`src/common/tdm_clk_pkg.sv`:
```
// Purpose: Shared constants for the TDM backplane clock control block
// Assumes: 250 MHz mclk; registers are 16 bits at their byte offsets
// Notes:   Times are in ns; cycle counts derive from them

package tdm_clk_pkg;

  // Register offsets
  localparam logic [11:0] OFF_DRIVE  = 12'h720;
  localparam logic [11:0] OFF_ROLE   = 12'h722;
  localparam logic [11:0] OFF_RATES  = 12'h730;
  localparam logic [11:0] OFF_STATUS = 12'h734;

  // Reset values
  localparam logic [15:0] RST_DRIVE = 16'h0200;
  localparam logic [15:0] RST_ROLE  = 16'h0002;
  localparam logic [15:0] RST_RATES = 16'haaaa;

  // Field positions in the drive configuration register
  localparam int DRV_A     = 0;
  localparam int DRV_B     = 1;
  localparam int DRV_COMP  = 2;
  localparam int RSV_LO    = 3;
  localparam int PULSE_POL = 5;
  localparam int PLACE_LO  = 6;
  localparam int PRATE_LO  = 8;
  localparam int SCLK_INV  = 10;
  localparam int DBL_INV   = 11;
  localparam int SRATE_LO  = 12;

  // Field positions in the role select register
  localparam int ROLE_LO  = 0;
  localparam int TRACK_LO = 2;

  // Field encodings
  localparam logic [1:0] RATE_4M     = 2'h1;
  localparam logic [1:0] RATE_8M     = 2'h2;
  localparam logic [1:0] PLACE_STRAD = 2'h0;
  localparam logic [1:0] PLACE_LAST  = 2'h1;
  localparam logic [1:0] PLACE_FIRST = 2'h2;
  localparam logic [1:0] TRK_A       = 2'h0;
  localparam logic [1:0] TRK_B       = 2'h1;
  localparam logic [1:0] TRK_A_FB    = 2'h2;
  localparam logic [1:0] TRK_B_FB    = 2'h3;

  // Timing
  localparam int MCLK_NS    = 4;
  localparam int C8_HALF_NS = 61;
  localparam int C8_HALF    = C8_HALF_NS / MCLK_NS;
  localparam int FRAME_NS   = 125000;
  localparam int FRAME_CYC  = FRAME_NS / MCLK_NS;
  localparam int LOSS_NS    = 1000;
  localparam int LOSS_CYC   = (LOSS_NS + MCLK_NS - 1) / MCLK_NS;
  localparam int Q2M_NS     = 122;
  localparam int Q4M_NS     = 61;
  localparam int Q8M_NS     = 30;
  localparam int Q2M_CYC    = Q2M_NS / MCLK_NS;
  localparam int Q4M_CYC    = Q4M_NS / MCLK_NS;
  localparam int Q8M_CYC    = Q8M_NS / MCLK_NS;

  typedef enum logic [1:0]
  {
    TRACK_A = 2'b01,
    TRACK_B = 2'b10
  } track_state_type;

endpackage : tdm_clk_pkg

```
`src/common/edge_track_if.sv`:
```
// Purpose: Carries one backplane clock/frame pair to its tracker
// Assumes: Pin levels are asynchronous to mclk
// Notes:   One instance per pair

`timescale 1ns/10ps
`default_nettype none

interface edge_track_if;
  logic clk_pin;
  logic frame_pin;
  logic frame_start;
  logic lost;

  modport tracker (input clk_pin, frame_pin, output frame_start, lost);
  modport user    (output clk_pin, frame_pin, input frame_start, lost);
endinterface : edge_track_if

`default_nettype wire

```
`src/core/tdm_bus_clock_master_ctrl.sv`:
```
// Purpose: Backplane clock drive, role, tracking and stream rate control
// Assumes: Register port with read data one cycle after the read strobe
// Notes:   Link pins are sampled by mclk; generated clocks are mclk based

`timescale 1ns/10ps
`default_nettype none

// Contract
// Drive bit 0 enables pair A clock and frame pin drivers.
// Drive bit 1 enables pair B clock and frame pin drivers.
// Drive bit 2 enables the legacy compatibility outputs as a group.
// Drive bits 4:3 always read zero.
// Drive bit 5 sets compat frame pulse active level.
// Drive bits 7:6 place the pulse: straddle, last bit, first bit.
// Drive bits 9:8 set pulse width by 2, 4 or 8 MHz clock.
// Drive bit 10 inverts the compat bit clock.
// Drive bit 11 inverts the compat double clock.
// Drive bits 13:12 pick compat clock rate 2, 4 or 8 MHz.
// Software writes zero to drive bits 15:14.
// Role bits 1:0 pick backup or master on pair A or B.
// Role has no effect while all drive enables are off.
// Track bits 3:2 code 00 tracks A, 01 tracks B.
// Codes 10 and 11 track A or B and fail over.
// Software writes zero to role bits 15:4.
// Rate register field k sets rate of streams 4k to 4k+3.
// Software avoids reserved code 11 in timing and rate fields.
module tdm_bus_clock_master_ctrl
  import tdm_clk_pkg::*;
#(
  parameter int FRAME_CYCLES = FRAME_CYC
)
(
  // Clock and reset
  input  wire logic        mclk,
  input  wire logic        arst_n,
  // Register port
  input  wire logic [11:0] reg_addr,
  input  wire logic [15:0] reg_wdata,
  input  wire logic        reg_wr,
  input  wire logic        reg_rd,
  output logic      [15:0] reg_rdata,
  // Backplane pair A
  input  wire logic        bus_clock_a_in,
  output logic             bus_clock_a_out,
  output logic             bus_clock_a_oe_n,
  input  wire logic        bus_frame_a_in,
  output logic             bus_frame_a_out,
  output logic             bus_frame_a_oe_n,
  // Backplane pair B
  input  wire logic        bus_clock_b_in,
  output logic             bus_clock_b_out,
  output logic             bus_clock_b_oe_n,
  input  wire logic        bus_frame_b_in,
  output logic             bus_frame_b_out,
  output logic             bus_frame_b_oe_n,
  // Legacy compatibility outputs
  output logic             compat_bit_clock,
  output logic             compat_double_clock,
  output logic             compat_frame_pulse,
  output logic             compat_oe_n,
  // Stream rates and tracking state
  output logic      [63:0] stream_rate,
  output logic             tracking_b
);

  typedef struct packed {
    logic [15:0]     drive;
    logic [15:0]     role;
    logic [15:0]     rates;
    logic [15:0]     rdata;
    track_state_type trk;
    logic [14:0]     fcnt;
    logic [4:0]      c8cnt;
    logic            c8;
    logic            fr;
    logic [6:0]      qcnt;
    logic [1:0]      ph;
    logic            sclk;
    logic            dbl;
    logic            pulse;
  } state_type;

  localparam logic [14:0] FRAME_LAST = 15'(FRAME_CYCLES - 1);
  localparam logic [14:0] FR_HALF    = 15'(C8_HALF);
  localparam logic [4:0]  C8_LAST    = 5'(C8_HALF - 1);

  state_type s;
  state_type next_s;

  edge_track_if trk_a ();
  edge_track_if trk_b ();

  logic        any_drive;
  logic        backup;
  logic        resync;
  logic        trk_frame;
  logic [14:0] pw;
  logic [14:0] pw_half;

  // Quarter period of the compat bit clock for a rate code
  function automatic logic [6:0] quarter_cyc(input logic [1:0] code);
    logic [6:0] q;
    q = 7'(Q2M_CYC);
    if (code == RATE_4M)
      q = 7'(Q4M_CYC);
    else if (code == RATE_8M)
      q = 7'(Q8M_CYC);
    return q;
  endfunction : quarter_cyc

  assign trk_a.clk_pin   = bus_clock_a_in;
  assign trk_a.frame_pin = bus_frame_a_in;
  assign trk_b.clk_pin   = bus_clock_b_in;
  assign trk_b.frame_pin = bus_frame_b_in;

  bus_edge_tracker u_trk_a (
    .mclk   (mclk),
    .arst_n (arst_n),
    .link   (trk_a.tracker)
  );

  bus_edge_tracker u_trk_b (
    .mclk   (mclk),
    .arst_n (arst_n),
    .link   (trk_b.tracker)
  );

  // Role only matters once some output is driven
  assign any_drive = s.drive[DRV_A] || s.drive[DRV_B] ||
                     s.drive[DRV_COMP];
  assign backup    = !s.role[ROLE_LO + 1];
  // Role bit 0 names the pair that a backup stays in phase with
  assign trk_frame = s.role[ROLE_LO] ? trk_b.frame_start
                                     : trk_a.frame_start;
  // A backup follows its pair's frame so it can take over in phase
  assign resync    = any_drive && backup && trk_frame;
  // Pulse width is one bit period of the chosen pulse clock
  assign pw        = {6'h00, quarter_cyc(s.drive[PRATE_LO +: 2]),
                      2'b00};
  assign pw_half   = {1'b0, pw[14:1]};

  always_comb
  begin
    next_s       = s;
    next_s.rdata = 16'h0000;

    if (reg_wr)
    begin
      if (reg_addr == OFF_DRIVE)
        next_s.drive = reg_wdata & ~(16'h0003 << RSV_LO);
      else if (reg_addr == OFF_ROLE)
        next_s.role = reg_wdata;
      else if (reg_addr == OFF_RATES)
        next_s.rates = reg_wdata;
    end

    if (reg_rd)
    begin
      if (reg_addr == OFF_DRIVE)
        next_s.rdata = s.drive;
      else if (reg_addr == OFF_ROLE)
        next_s.rdata = s.role;
      else if (reg_addr == OFF_RATES)
        next_s.rdata = s.rates;
      else if (reg_addr == OFF_STATUS)
        next_s.rdata = {13'h0000, trk_b.lost, trk_a.lost,
                        s.trk == TRACK_B};
    end

    // Frame timer; a master free-runs, a backup re-phases
    if (resync || s.fcnt == FRAME_LAST)
      next_s.fcnt = 15'h0000;
    else
      next_s.fcnt = s.fcnt + 15'h0001;

    // Backplane bit clock and active low frame straddling the boundary
    if (next_s.fcnt == 15'h0000)
    begin
      next_s.c8cnt = 5'h00;
      next_s.c8    = 1'b0;
    end
    else if (s.c8cnt == C8_LAST)
    begin
      next_s.c8cnt = 5'h00;
      next_s.c8    = !s.c8;
    end
    else
      next_s.c8cnt = s.c8cnt + 5'h01;
    next_s.fr = !(s.fcnt < FR_HALF || s.fcnt > FRAME_LAST - FR_HALF);

    // Compat clocks: double clock toggles each quarter, bit clock each half
    if (next_s.fcnt == 15'h0000)
    begin
      next_s.qcnt = 7'h00;
      next_s.ph   = 2'h0;
    end
    else if (s.qcnt == quarter_cyc(s.drive[SRATE_LO +: 2]) - 7'h01)
    begin
      next_s.qcnt = 7'h00;
      next_s.ph   = s.ph + 2'h1;
    end
    else
      next_s.qcnt = s.qcnt + 7'h01;
    next_s.sclk = s.ph[1] ^ s.drive[SCLK_INV];
    next_s.dbl  = s.ph[0] ^ s.drive[DBL_INV];

    // Frame pulse placement and level; reserved placement stays idle
    case (s.drive[PLACE_LO +: 2])
      PLACE_FIRST: next_s.pulse = s.fcnt < pw;
      PLACE_LAST:  next_s.pulse = s.fcnt > FRAME_LAST - pw;
      PLACE_STRAD: next_s.pulse = s.fcnt < pw_half ||
                                  s.fcnt > FRAME_LAST - pw_half;
      default:     next_s.pulse = 1'b0;
    endcase
    next_s.pulse = next_s.pulse ~^ s.drive[PULSE_POL];

    // Slave tracking with optional fail-over to the other pair
    case (s.role[TRACK_LO +: 2])
      TRK_A:    next_s.trk = TRACK_A;
      TRK_B:    next_s.trk = TRACK_B;
      TRK_A_FB: next_s.trk = (trk_a.lost && !trk_b.lost) ?
                             TRACK_B : TRACK_A;
      default:  next_s.trk = (trk_b.lost && !trk_a.lost) ?
                             TRACK_A : TRACK_B;
    endcase
  end

  always_ff @(posedge mclk or negedge arst_n)
  begin
    if (!arst_n)
      s <= '{drive: RST_DRIVE, role: RST_ROLE, rates: RST_RATES,
             rdata: 16'h0000, trk: TRACK_A, fcnt: 15'h0000,
             c8cnt: 5'h00, c8: 1'b0, fr: 1'b1, qcnt: 7'h00,
             ph: 2'h0, sclk: 1'b0, dbl: 1'b0, pulse: 1'b1};
    else
      s <= next_s;
  end

  assign reg_rdata           = s.rdata;
  assign bus_clock_a_out     = s.c8;
  assign bus_frame_a_out     = s.fr;
  assign bus_clock_b_out     = s.c8;
  assign bus_frame_b_out     = s.fr;
  assign bus_clock_a_oe_n    = !s.drive[DRV_A];
  assign bus_frame_a_oe_n    = !s.drive[DRV_A];
  assign bus_clock_b_oe_n    = !s.drive[DRV_B];
  assign bus_frame_b_oe_n    = !s.drive[DRV_B];
  assign compat_oe_n         = !s.drive[DRV_COMP];
  assign compat_bit_clock    = s.sclk;
  assign compat_double_clock = s.dbl;
  assign compat_frame_pulse  = s.pulse;
  assign tracking_b          = s.trk == TRACK_B;

  // Each group field fans out to its four streams
  for (genvar i = 0; i < 32; i++)
  begin : g_rate
    assign stream_rate[2*i +: 2] = s.rates[2*(i/4) +: 2];
  end

  drive_a_a: assert property (@(posedge mclk) disable iff (!arst_n)
    reg_wr && reg_addr == OFF_DRIVE |=>
    bus_clock_a_oe_n == !$past(reg_wdata[0]) &&
    bus_frame_a_oe_n == bus_clock_a_oe_n)
    else $error("pair A drive does not follow written bit");

  drive_b_a: assert property (@(posedge mclk) disable iff (!arst_n)
    reg_wr && reg_addr == OFF_DRIVE |=>
    bus_frame_b_oe_n == !$past(reg_wdata[1]))
    else $error("pair B drive does not follow written bit");

  compat_drive_a: assert property (@(posedge mclk) disable iff (!arst_n)
    reg_wr && reg_addr == OFF_DRIVE ##1 !reg_wr |=>
    compat_oe_n == !$past(reg_wdata[2], 2))
    else $error("compat drive does not follow written bit");

  reserved_zero_a: assert property (@(posedge mclk) disable iff (!arst_n)
    reg_rd && reg_addr == OFF_DRIVE |=> reg_rdata[4:3] == 2'b00)
    else $error("reserved drive bits read nonzero");

  first_pulse_a: assert property (@(posedge mclk) disable iff (!arst_n)
    s.fcnt == 15'h0002 && $past(s.drive[7:5], 2) == 3'b101 |->
    compat_frame_pulse)
    else $error("first bit pulse not active high");

  last_pulse_a: assert property (@(posedge mclk) disable iff (!arst_n)
    s.fcnt == 15'h0002 && $past(s.drive[7:5], 2) == 3'b010 |->
    compat_frame_pulse)
    else $error("last bit low pulse active at frame start");

  no_role_a: assert property (@(posedge mclk) disable iff (!arst_n)
    !any_drive && s.fcnt != FRAME_LAST |=>
    s.fcnt == $past(s.fcnt) + 15'h0001)
    else $error("frame timer disturbed while not driving");

  fixed_track_a: assert property (@(posedge mclk) disable iff (!arst_n)
    s.role[3:2] == TRK_B ##1 s.role[3:2] == TRK_B |-> tracking_b)
    else $error("fixed B tracking not held");

  failover_a: assert property (@(posedge mclk) disable iff (!arst_n)
    s.role[3:2] == TRK_A_FB && trk_a.lost && !trk_b.lost &&
    !(reg_wr && reg_addr == OFF_ROLE) |=> tracking_b)
    else $error("no fail-over to pair B");

  group_rate_a: assert property (@(posedge mclk) disable iff (!arst_n)
    reg_wr && reg_addr == OFF_RATES |=>
    stream_rate[41:40] == $past(reg_wdata[11:10]))
    else $error("stream 20 rate does not follow group field");

  failover_c: cover property (@(posedge mclk) disable iff (!arst_n)
    s.role[3:2] == TRK_A_FB ##1 tracking_b);
  resync_c: cover property (@(posedge mclk) disable iff (!arst_n)
    resync);
  frame_wrap_c: cover property (@(posedge mclk) disable iff (!arst_n)
    s.fcnt == FRAME_LAST && !compat_oe_n);

endmodule : tdm_bus_clock_master_ctrl

`default_nettype wire

```
`src/core/bus_edge_tracker.sv`:
```
// Purpose: Samples one clock/frame pair, flags frame starts and loss
// Assumes: Link clock much slower than mclk
// Notes:   Frame is active low; its falling edge starts a frame

`timescale 1ns/10ps
`default_nettype none

module bus_edge_tracker
  import tdm_clk_pkg::*;
(
  // Clock and reset
  input wire logic     mclk,
  input wire logic     arst_n,
  // Pair being watched
  edge_track_if.tracker link
);

  typedef struct packed {
    logic [1:0] s1;
    logic [1:0] s2;
    logic [1:0] prev;
    logic [7:0] idle;
    logic       lost;
    logic       start;
  } trk_type;

  localparam logic [7:0] LOSS_LAST = 8'(LOSS_CYC - 1);

  trk_type s;
  trk_type next_s;

  always_comb
  begin
    next_s       = s;
    next_s.s1    = {link.frame_pin, link.clk_pin};
    next_s.s2    = s.s1;
    next_s.prev  = s.s2;
    next_s.start = s.prev[1] && !s.s2[1];
    // A missing clock edge for the loss time marks the pair failed
    if (s.s2[0] != s.prev[0])
    begin
      next_s.idle = 8'h00;
      next_s.lost = 1'b0;
    end
    else if (s.idle == LOSS_LAST)
      next_s.lost = 1'b1;
    else
      next_s.idle = s.idle + 8'h01;
  end

  always_ff @(posedge mclk or negedge arst_n)
  begin
    if (!arst_n)
      s <= '{s1: 2'h3, s2: 2'h3, prev: 2'h3, idle: 8'h00,
             lost: 1'b1, start: 1'b0};
    else
      s <= next_s;
  end

  assign link.frame_start = s.start;
  assign link.lost        = s.lost;

  loss_time_a: assert property (@(posedge mclk) disable iff (!arst_n)
    s.prev[0] == s.s2[0] && s.idle == LOSS_LAST |=> link.lost)
    else $error("pair not flagged lost after loss time");

endmodule : bus_edge_tracker

`default_nettype wire

```
`config.mk`:
```
export PLATFORM = sky130hd
export DESIGN_NAME = tdm_bus_clock_master_ctrl
export DESIGN_NICKNAME = d
export VERILOG_FILES = /design/src/common/tdm_clk_pkg.sv /design/src/common/edge_track_if.sv /design/src/core/tdm_bus_clock_master_ctrl.sv /design/src/core/bus_edge_tracker.sv
export SDC_FILE = /design/constraint.sdc
export NUM_CORES = 1
export LEC_CHECK = 0
export BUFFER_PORTS_ARGS = -buffer_cell sky130_fd_sc_hd__buf_2
export CAP_MARGIN = 30
export CORE_ASPECT_RATIO = 2
export CORE_MARGIN = 2
export CORE_UTILIZATION = 44
export DETAILED_ROUTE_END_ITERATION = 10
export PLACE_DENSITY = 0.75
export SYNTH_ARGS = -nofsm -noshare
export SYNTH_HDL_FRONTEND = slang
export SYNTH_SLANG_ARGS = --single-unit
```
`constraint.sdc`:
```
create_clock -name mclk -period 7.6 [get_ports mclk]
set_input_delay 1.52 -clock mclk [delete_from_list [all_inputs] [get_ports mclk]]
set_output_delay 1.52 -clock mclk [all_outputs]
set_load 0.02 [all_outputs]
```
* Word level (Yosys, flattened, before mapping)
Index checks and enable logic that the tools add are counted.
** Word-level totals
- Register bits :: 130
- Logic and storage cells :: 127
** Operators by class
- $add $sub $neg :: 9
- Order comparisons :: 6
- Equal/unequal tests :: 22
- Mux-type cells :: 28
- Bitwise logic cells :: 5
- Reduce and logical (&&, ||, !) cells :: 31
** Operators with widths (count)
- two-way mux 16 bit :: 4
- == test 12 x 11 -> 1 bit (second input constant) :: 4
- > comparator 15 bit :: 2
- two-way mux 9 bit :: 3
- two-way mux 7 bit :: 3
- two-way mux 5 bit :: 4
- adder 8 x 1 -> 8 bit (second input constant) :: 2
- == test 8 bit (second input constant) :: 2
- two-way mux 8 bit :: 2
- adder 15 x 1 -> 15 bit (second input constant) :: 1
- == test 15 bit (second input constant) :: 1
- > comparator 15 bit (second input constant) :: 1
- logical NOT 15 bit :: 1
- less-than comparator 15 x 4 -> 1 bit (second input constant) :: 1
- less-than comparator 15 x 8 -> 1 bit :: 1
- less-than comparator 15 x 9 -> 1 bit :: 1
- two-way mux 15 bit :: 1
- subtractor 12 x 10 -> 13 bit (first input constant) :: 1
- subtractor 12 x 9 -> 13 bit (first input constant) :: 1
- == test 2 bit (second input constant) :: 5
- logical NOT 1 bit :: 10
- == test 2 x 1 -> 1 bit (second input constant) :: 4
- nonzero test 2 bit :: 4
- adder 7 x 1 -> 7 bit (second input constant) :: 1
- 22 further kinds :: 41

* Depth between registers and ports, before layout
- Depth after elaboration :: 12
- Gate-level depth with buffers :: 11
- Depth with buffers taken out :: 10

* Modules after synthesis
A second synthesis with hierarchy kept.
** Second synthesis, totals
- Cell total of the unflattened synthesis :: 651
- Area total of the unflattened synthesis :: 7096.8 um^2
** Modules (own cells, without submodules)
- tdm_bus_clock_master_ctrl :: times used 1, cells each 545, area each 5793.1 um^2, seq. area each 2468.6 um^2
- bus_edge_tracker :: times used 2, cells each 53, area each 651.9 um^2, seq. area each 409.1 um^2

* Worst setup path before layout
Ideal clock, no wire load.
- Path type :: input -> register
- From :: in reg_addr[0]
- To :: reg s[72] (netlist name)
- Setup time :: 0.125 ns
- Arrival time :: 3.017 ns
- Required time :: 7.475 ns
- Slack :: 4.458 ns
- Stages :: 6
- Buffers on the path :: 1
- Cells stage by stage :: nor4b_4 > nand4b_4 > nor4b_4 > nand2_4 > buf_6 > mux2_4
** Between the ends
- Cells in the longest elaborated chain, start to end :: 3
** RTL lines
- start: declaration :: line tdm_bus_clock_master_ctrl.sv:37 : input wire logic [11:0] reg_addr,
- == test 12 x 11 -> 1 bit :: line tdm_bus_clock_master_ctrl.sv:149 : if (reg_addr == OFF_DRIVE)
- NOT 1 bit (no line)
- AND reduction 3 bit (no line) (*)
- end signal: assignment :: line tdm_bus_clock_master_ctrl.sv:231 : s <= '{drive: RST_DRIVE, role: RST_ROLE, rates: RST_RATES,
- end signal: assignment :: line tdm_bus_clock_master_ctrl.sv:236 : s <= next_s;
- end: declaration :: line tdm_bus_clock_master_ctrl.sv:87 : state_type s;
Every way passes the cells marked *; elsewhere a longest branch is shown, timed or not.
A chain may end at the register's enable or synchronous reset.

* Final worst setup path
- From :: in reg_addr[0]
- To :: reg s[91] (netlist name)
** Between the ends
- Cells in the longest elaborated chain, start to end :: 2
** RTL lines (line)
- == test 12 x 11 -> 1 bit :: tdm_bus_clock_master_ctrl.sv:149
- AND reduction 2 bit (no line)
No other way between the ends.

==> reports/metrics.yaml <==
status:
  outcome: "completed"
setup_path:
  critical_path_class: "input port to register"
  regToRegStartpoint: "s[25]"
  cp_max_fo: 20
  critPathCaptureType: "register"
  worstPathRequired_ns: 7.90
  cp-start-kind: "input port"
  arrival_ns: 3.97
  crit_start: "reg_addr[0]"
floorplanning:
  start_util_pct: 44.8
  rows: 65
  die_area_um2: 17100
  chipWidth_um: 93.4
  ios: 129
  core_um2: 15700
  die-height_um: 183
sta:
  finalCritPeriodShare_pct: 48.2
  slew_headroom_pct: 32.5
  finalHoldViolCount: 0
  skew_ns: 0.00808
  fin_setup_tns_ns: 0
  worst_slew_pin_slew_ns: 1.01
  finalMaxSlewViolations: 0
  post-route-min-period_ns: 3.67
  setup_violations: 0
  rsz0062_at_grt: "false"
  max_freq_ghz: 0.273
hold_path:
  min_path_type: "register to register"
  hold_path.startpoint: "u_trk_a.next_s[13]"
finish:
  syn_to_final_growth_pct: 12.1
  nets: 744
  most-common-layout-cells: "buf_2 (127), dfrtp_1 (103), nor2_1 (47)"
  finalNonFillerCells: 899
  finish.utilization_pct: 50.2
  drive_gt1_share_pct: 35.4
  layout_commonest_cell: "buf_2"
  final_design_area_no_fill_um2: 7880
clocking:
  cts_hold_buf: 0
  cts_buffer_depth: 2
  cts_root_buf: "clkbuf_16"
  clk_latency_ns: 0.43
  numClockSinks: 130
  cts_resized: 0
  htree_levels: 4
  cts_tree: "built"
  cts.clk_slew.worst_paths_ns: 0.05
  numCtsBuffers: 17
  cts_setup_buffers: 0
synthesis:
  synthDistinctLibCells: 66
  syn_nets: 707
  syn_area_um2: 7030
  ys.flop_type: "dfrtp_1"
  yosysWarnings: 0
  synth_edf_count: 0
  syn_avg_cell_area_um2: 10.9
  seq_area_frac_synth_pct: 46.8
  synth-seq-cells: 130
  netlist_instances: 647
  async_flop_share_pct: 100
grt:
  grtUsageTotal_pct: 18.4
  grt_pass1_wl_mm: 24.3
  grt_max_degree: 79
  antenna_found_initial: 2
  grt_pass1_vias: 4848
  overflow: 0
power:
  p_total_w: 0.00190
  clkPwrFrac_pct: 48.9
  switching_share_pct: 25.1
  leakagePower_nw: 3.90
  p_int_w: 0.00143
  irDropWorstVdd_mv: 0.128
  p_sw_w: 0.000477
  p_seq_share_pct: 41.4
  comb_power_share_pct: 9.7
  powerDensity_nw_per_um2: 242
place:
  dp_hpwl_mm: 11.0
  numPortBuffers: 128
  dpl-instance-area_um2: 7170
  dp_cells: 865
  gp_congestion: 0.931
detailed_routing:
  totalWireLength_mm: 15.0
  wire_per_inst_um: 16.7
  drc_errors: 0
  first_pass_iters: 5
  vias_per_cell: 5.37
  vias: 4828
  antenna_left: 0
  first_iter_violations: 237
flow_run:
  maxCapViolations: 0
-- cell type report --
class	instances	area, um^2
flip-flops and latches	130	3290
fillers	1426	7820
repair buffers	131	686
clock inverters	15	251
well taps	201	251
inverters	20	75.1
diodes	1	2.50
multi-input cells	384	2900
clock buffers	17	425
-- power groups by stage --
stage / registers, W / clock network [W] / logic [W]
4_1_cts: 0.000788 / 0.000947 / 0.000186
3_3_place_gp: 0.000798 / 0 / 0.000180
5_1_grt: 0.000795 / 0.000977 / 0.000209
3_5_place_dp: 0.000799 / 0 / 0.000184
2_1_floorplan: 0.000777 / 0 / 0.000140
6_report: 0.000789 / 0.000931 / 0.000185
-- layer usage --
layer	global-route usage (%)	vias up	share of wire, %
met4	10.1	2	3.6
met2	34.9	135	58
met3	4.50	37	4.4
li1	-	2256	-
met5	0	-	0.047
met1	17.4	2398	34
-- flip-flops by register name, indices dropped and copies added (netlist names), 4 cells and up --
register        flops
s                  61
reg_rdata          16
stream_rate        16
u_trk_a.s          10
u_trk_b.s          10
u_trk_a.next_s      4
u_trk_b.next_s      4
-- logic make-up (layout without fill, tap and decap cells) --
logic type	Yosys count	count (layout)	share of synthesized area, %
multiplexers	44	44	7.55
buffers and inverters	133	183	12.1
XOR/XNOR	41	41	5.11
flip-flops	130	130	46.8
AND/OR/NAND/NOR	199	199	16.4
AO/OA/AOI/OAI	76	76	7.75
adder cells (fa/ha/maj)	24	24	4.27
other	0	1	0
-- cell usage after synthesis, drive strengths merged (2+ instances only) --
cell type	number	area, um^2
a22oi	2	15.0
nand2b	6	37.5
o2111ai	2	17.5
nand4b	3	41.3
or3b	2	17.5
o22ai	2	12.5
o31ai	3	22.5
o21ai	15	75.1
buf	99	724
nor4	15	115
and3	4	25.0
and4	5	43.8
mux2i	2	20.0
a31oi	2	12.5
mux2	42	510
nand4	5	31.3
nand3	19	100
a222oi	14	140
clkbuf	14	53.8
nand3b	3	22.5
a211oi	3	22.5
a21boi	4	30.0
xor2	22	193
and3b	2	17.5
a211o	2	17.5
ha	24	300
nor4b	6	104
nor2b	15	93.8
inv	20	75.1
dfstp	27	709
nor3	16	80.1
or3	6	37.5
nor2	47	176
nand2	38	150
dfrtp	103	2580
xnor2	19	166
a21oi	17	85.1
-- metrics by stage --
step	setup slack (ns)	hold WS, ns
after floorplan	4.46	0.345
after global placement	3.54	0.346
after detailed placement	3.50	0.347
after CTS	3.92	0.357
after global routing	3.75	0.357
final	3.93	0.355
-- worst paths after layout --
| kind | end | slack [ns] | cells past startpoint |
|---|---|---|---|
| setup reg to reg | s[7] | 4.66 | 6 |
| max in group asynchronous | u_trk_b.s[10] | 5.42 | 3 |
| setup / recovery | s[91] | 3.93 | 6 |
| hold reg to reg | u_trk_a.next_s[11] | 0.35 | 0 |
| hold / removal | u_trk_a.next_s[11] | 0.35 | 0 |
| min in group asynchronous | u_trk_a.link.frame_start | 1.14 | 1 |
-- critical path: stages --
cell and delay [ns]:
buf_2 0.11, nor4b_4 0.32, nand4b_4 0.21, nor4_4 0.70
and2_1 0.69, mux2_2 0.40
No activity file was read; power rests on OpenSTA's default activity.
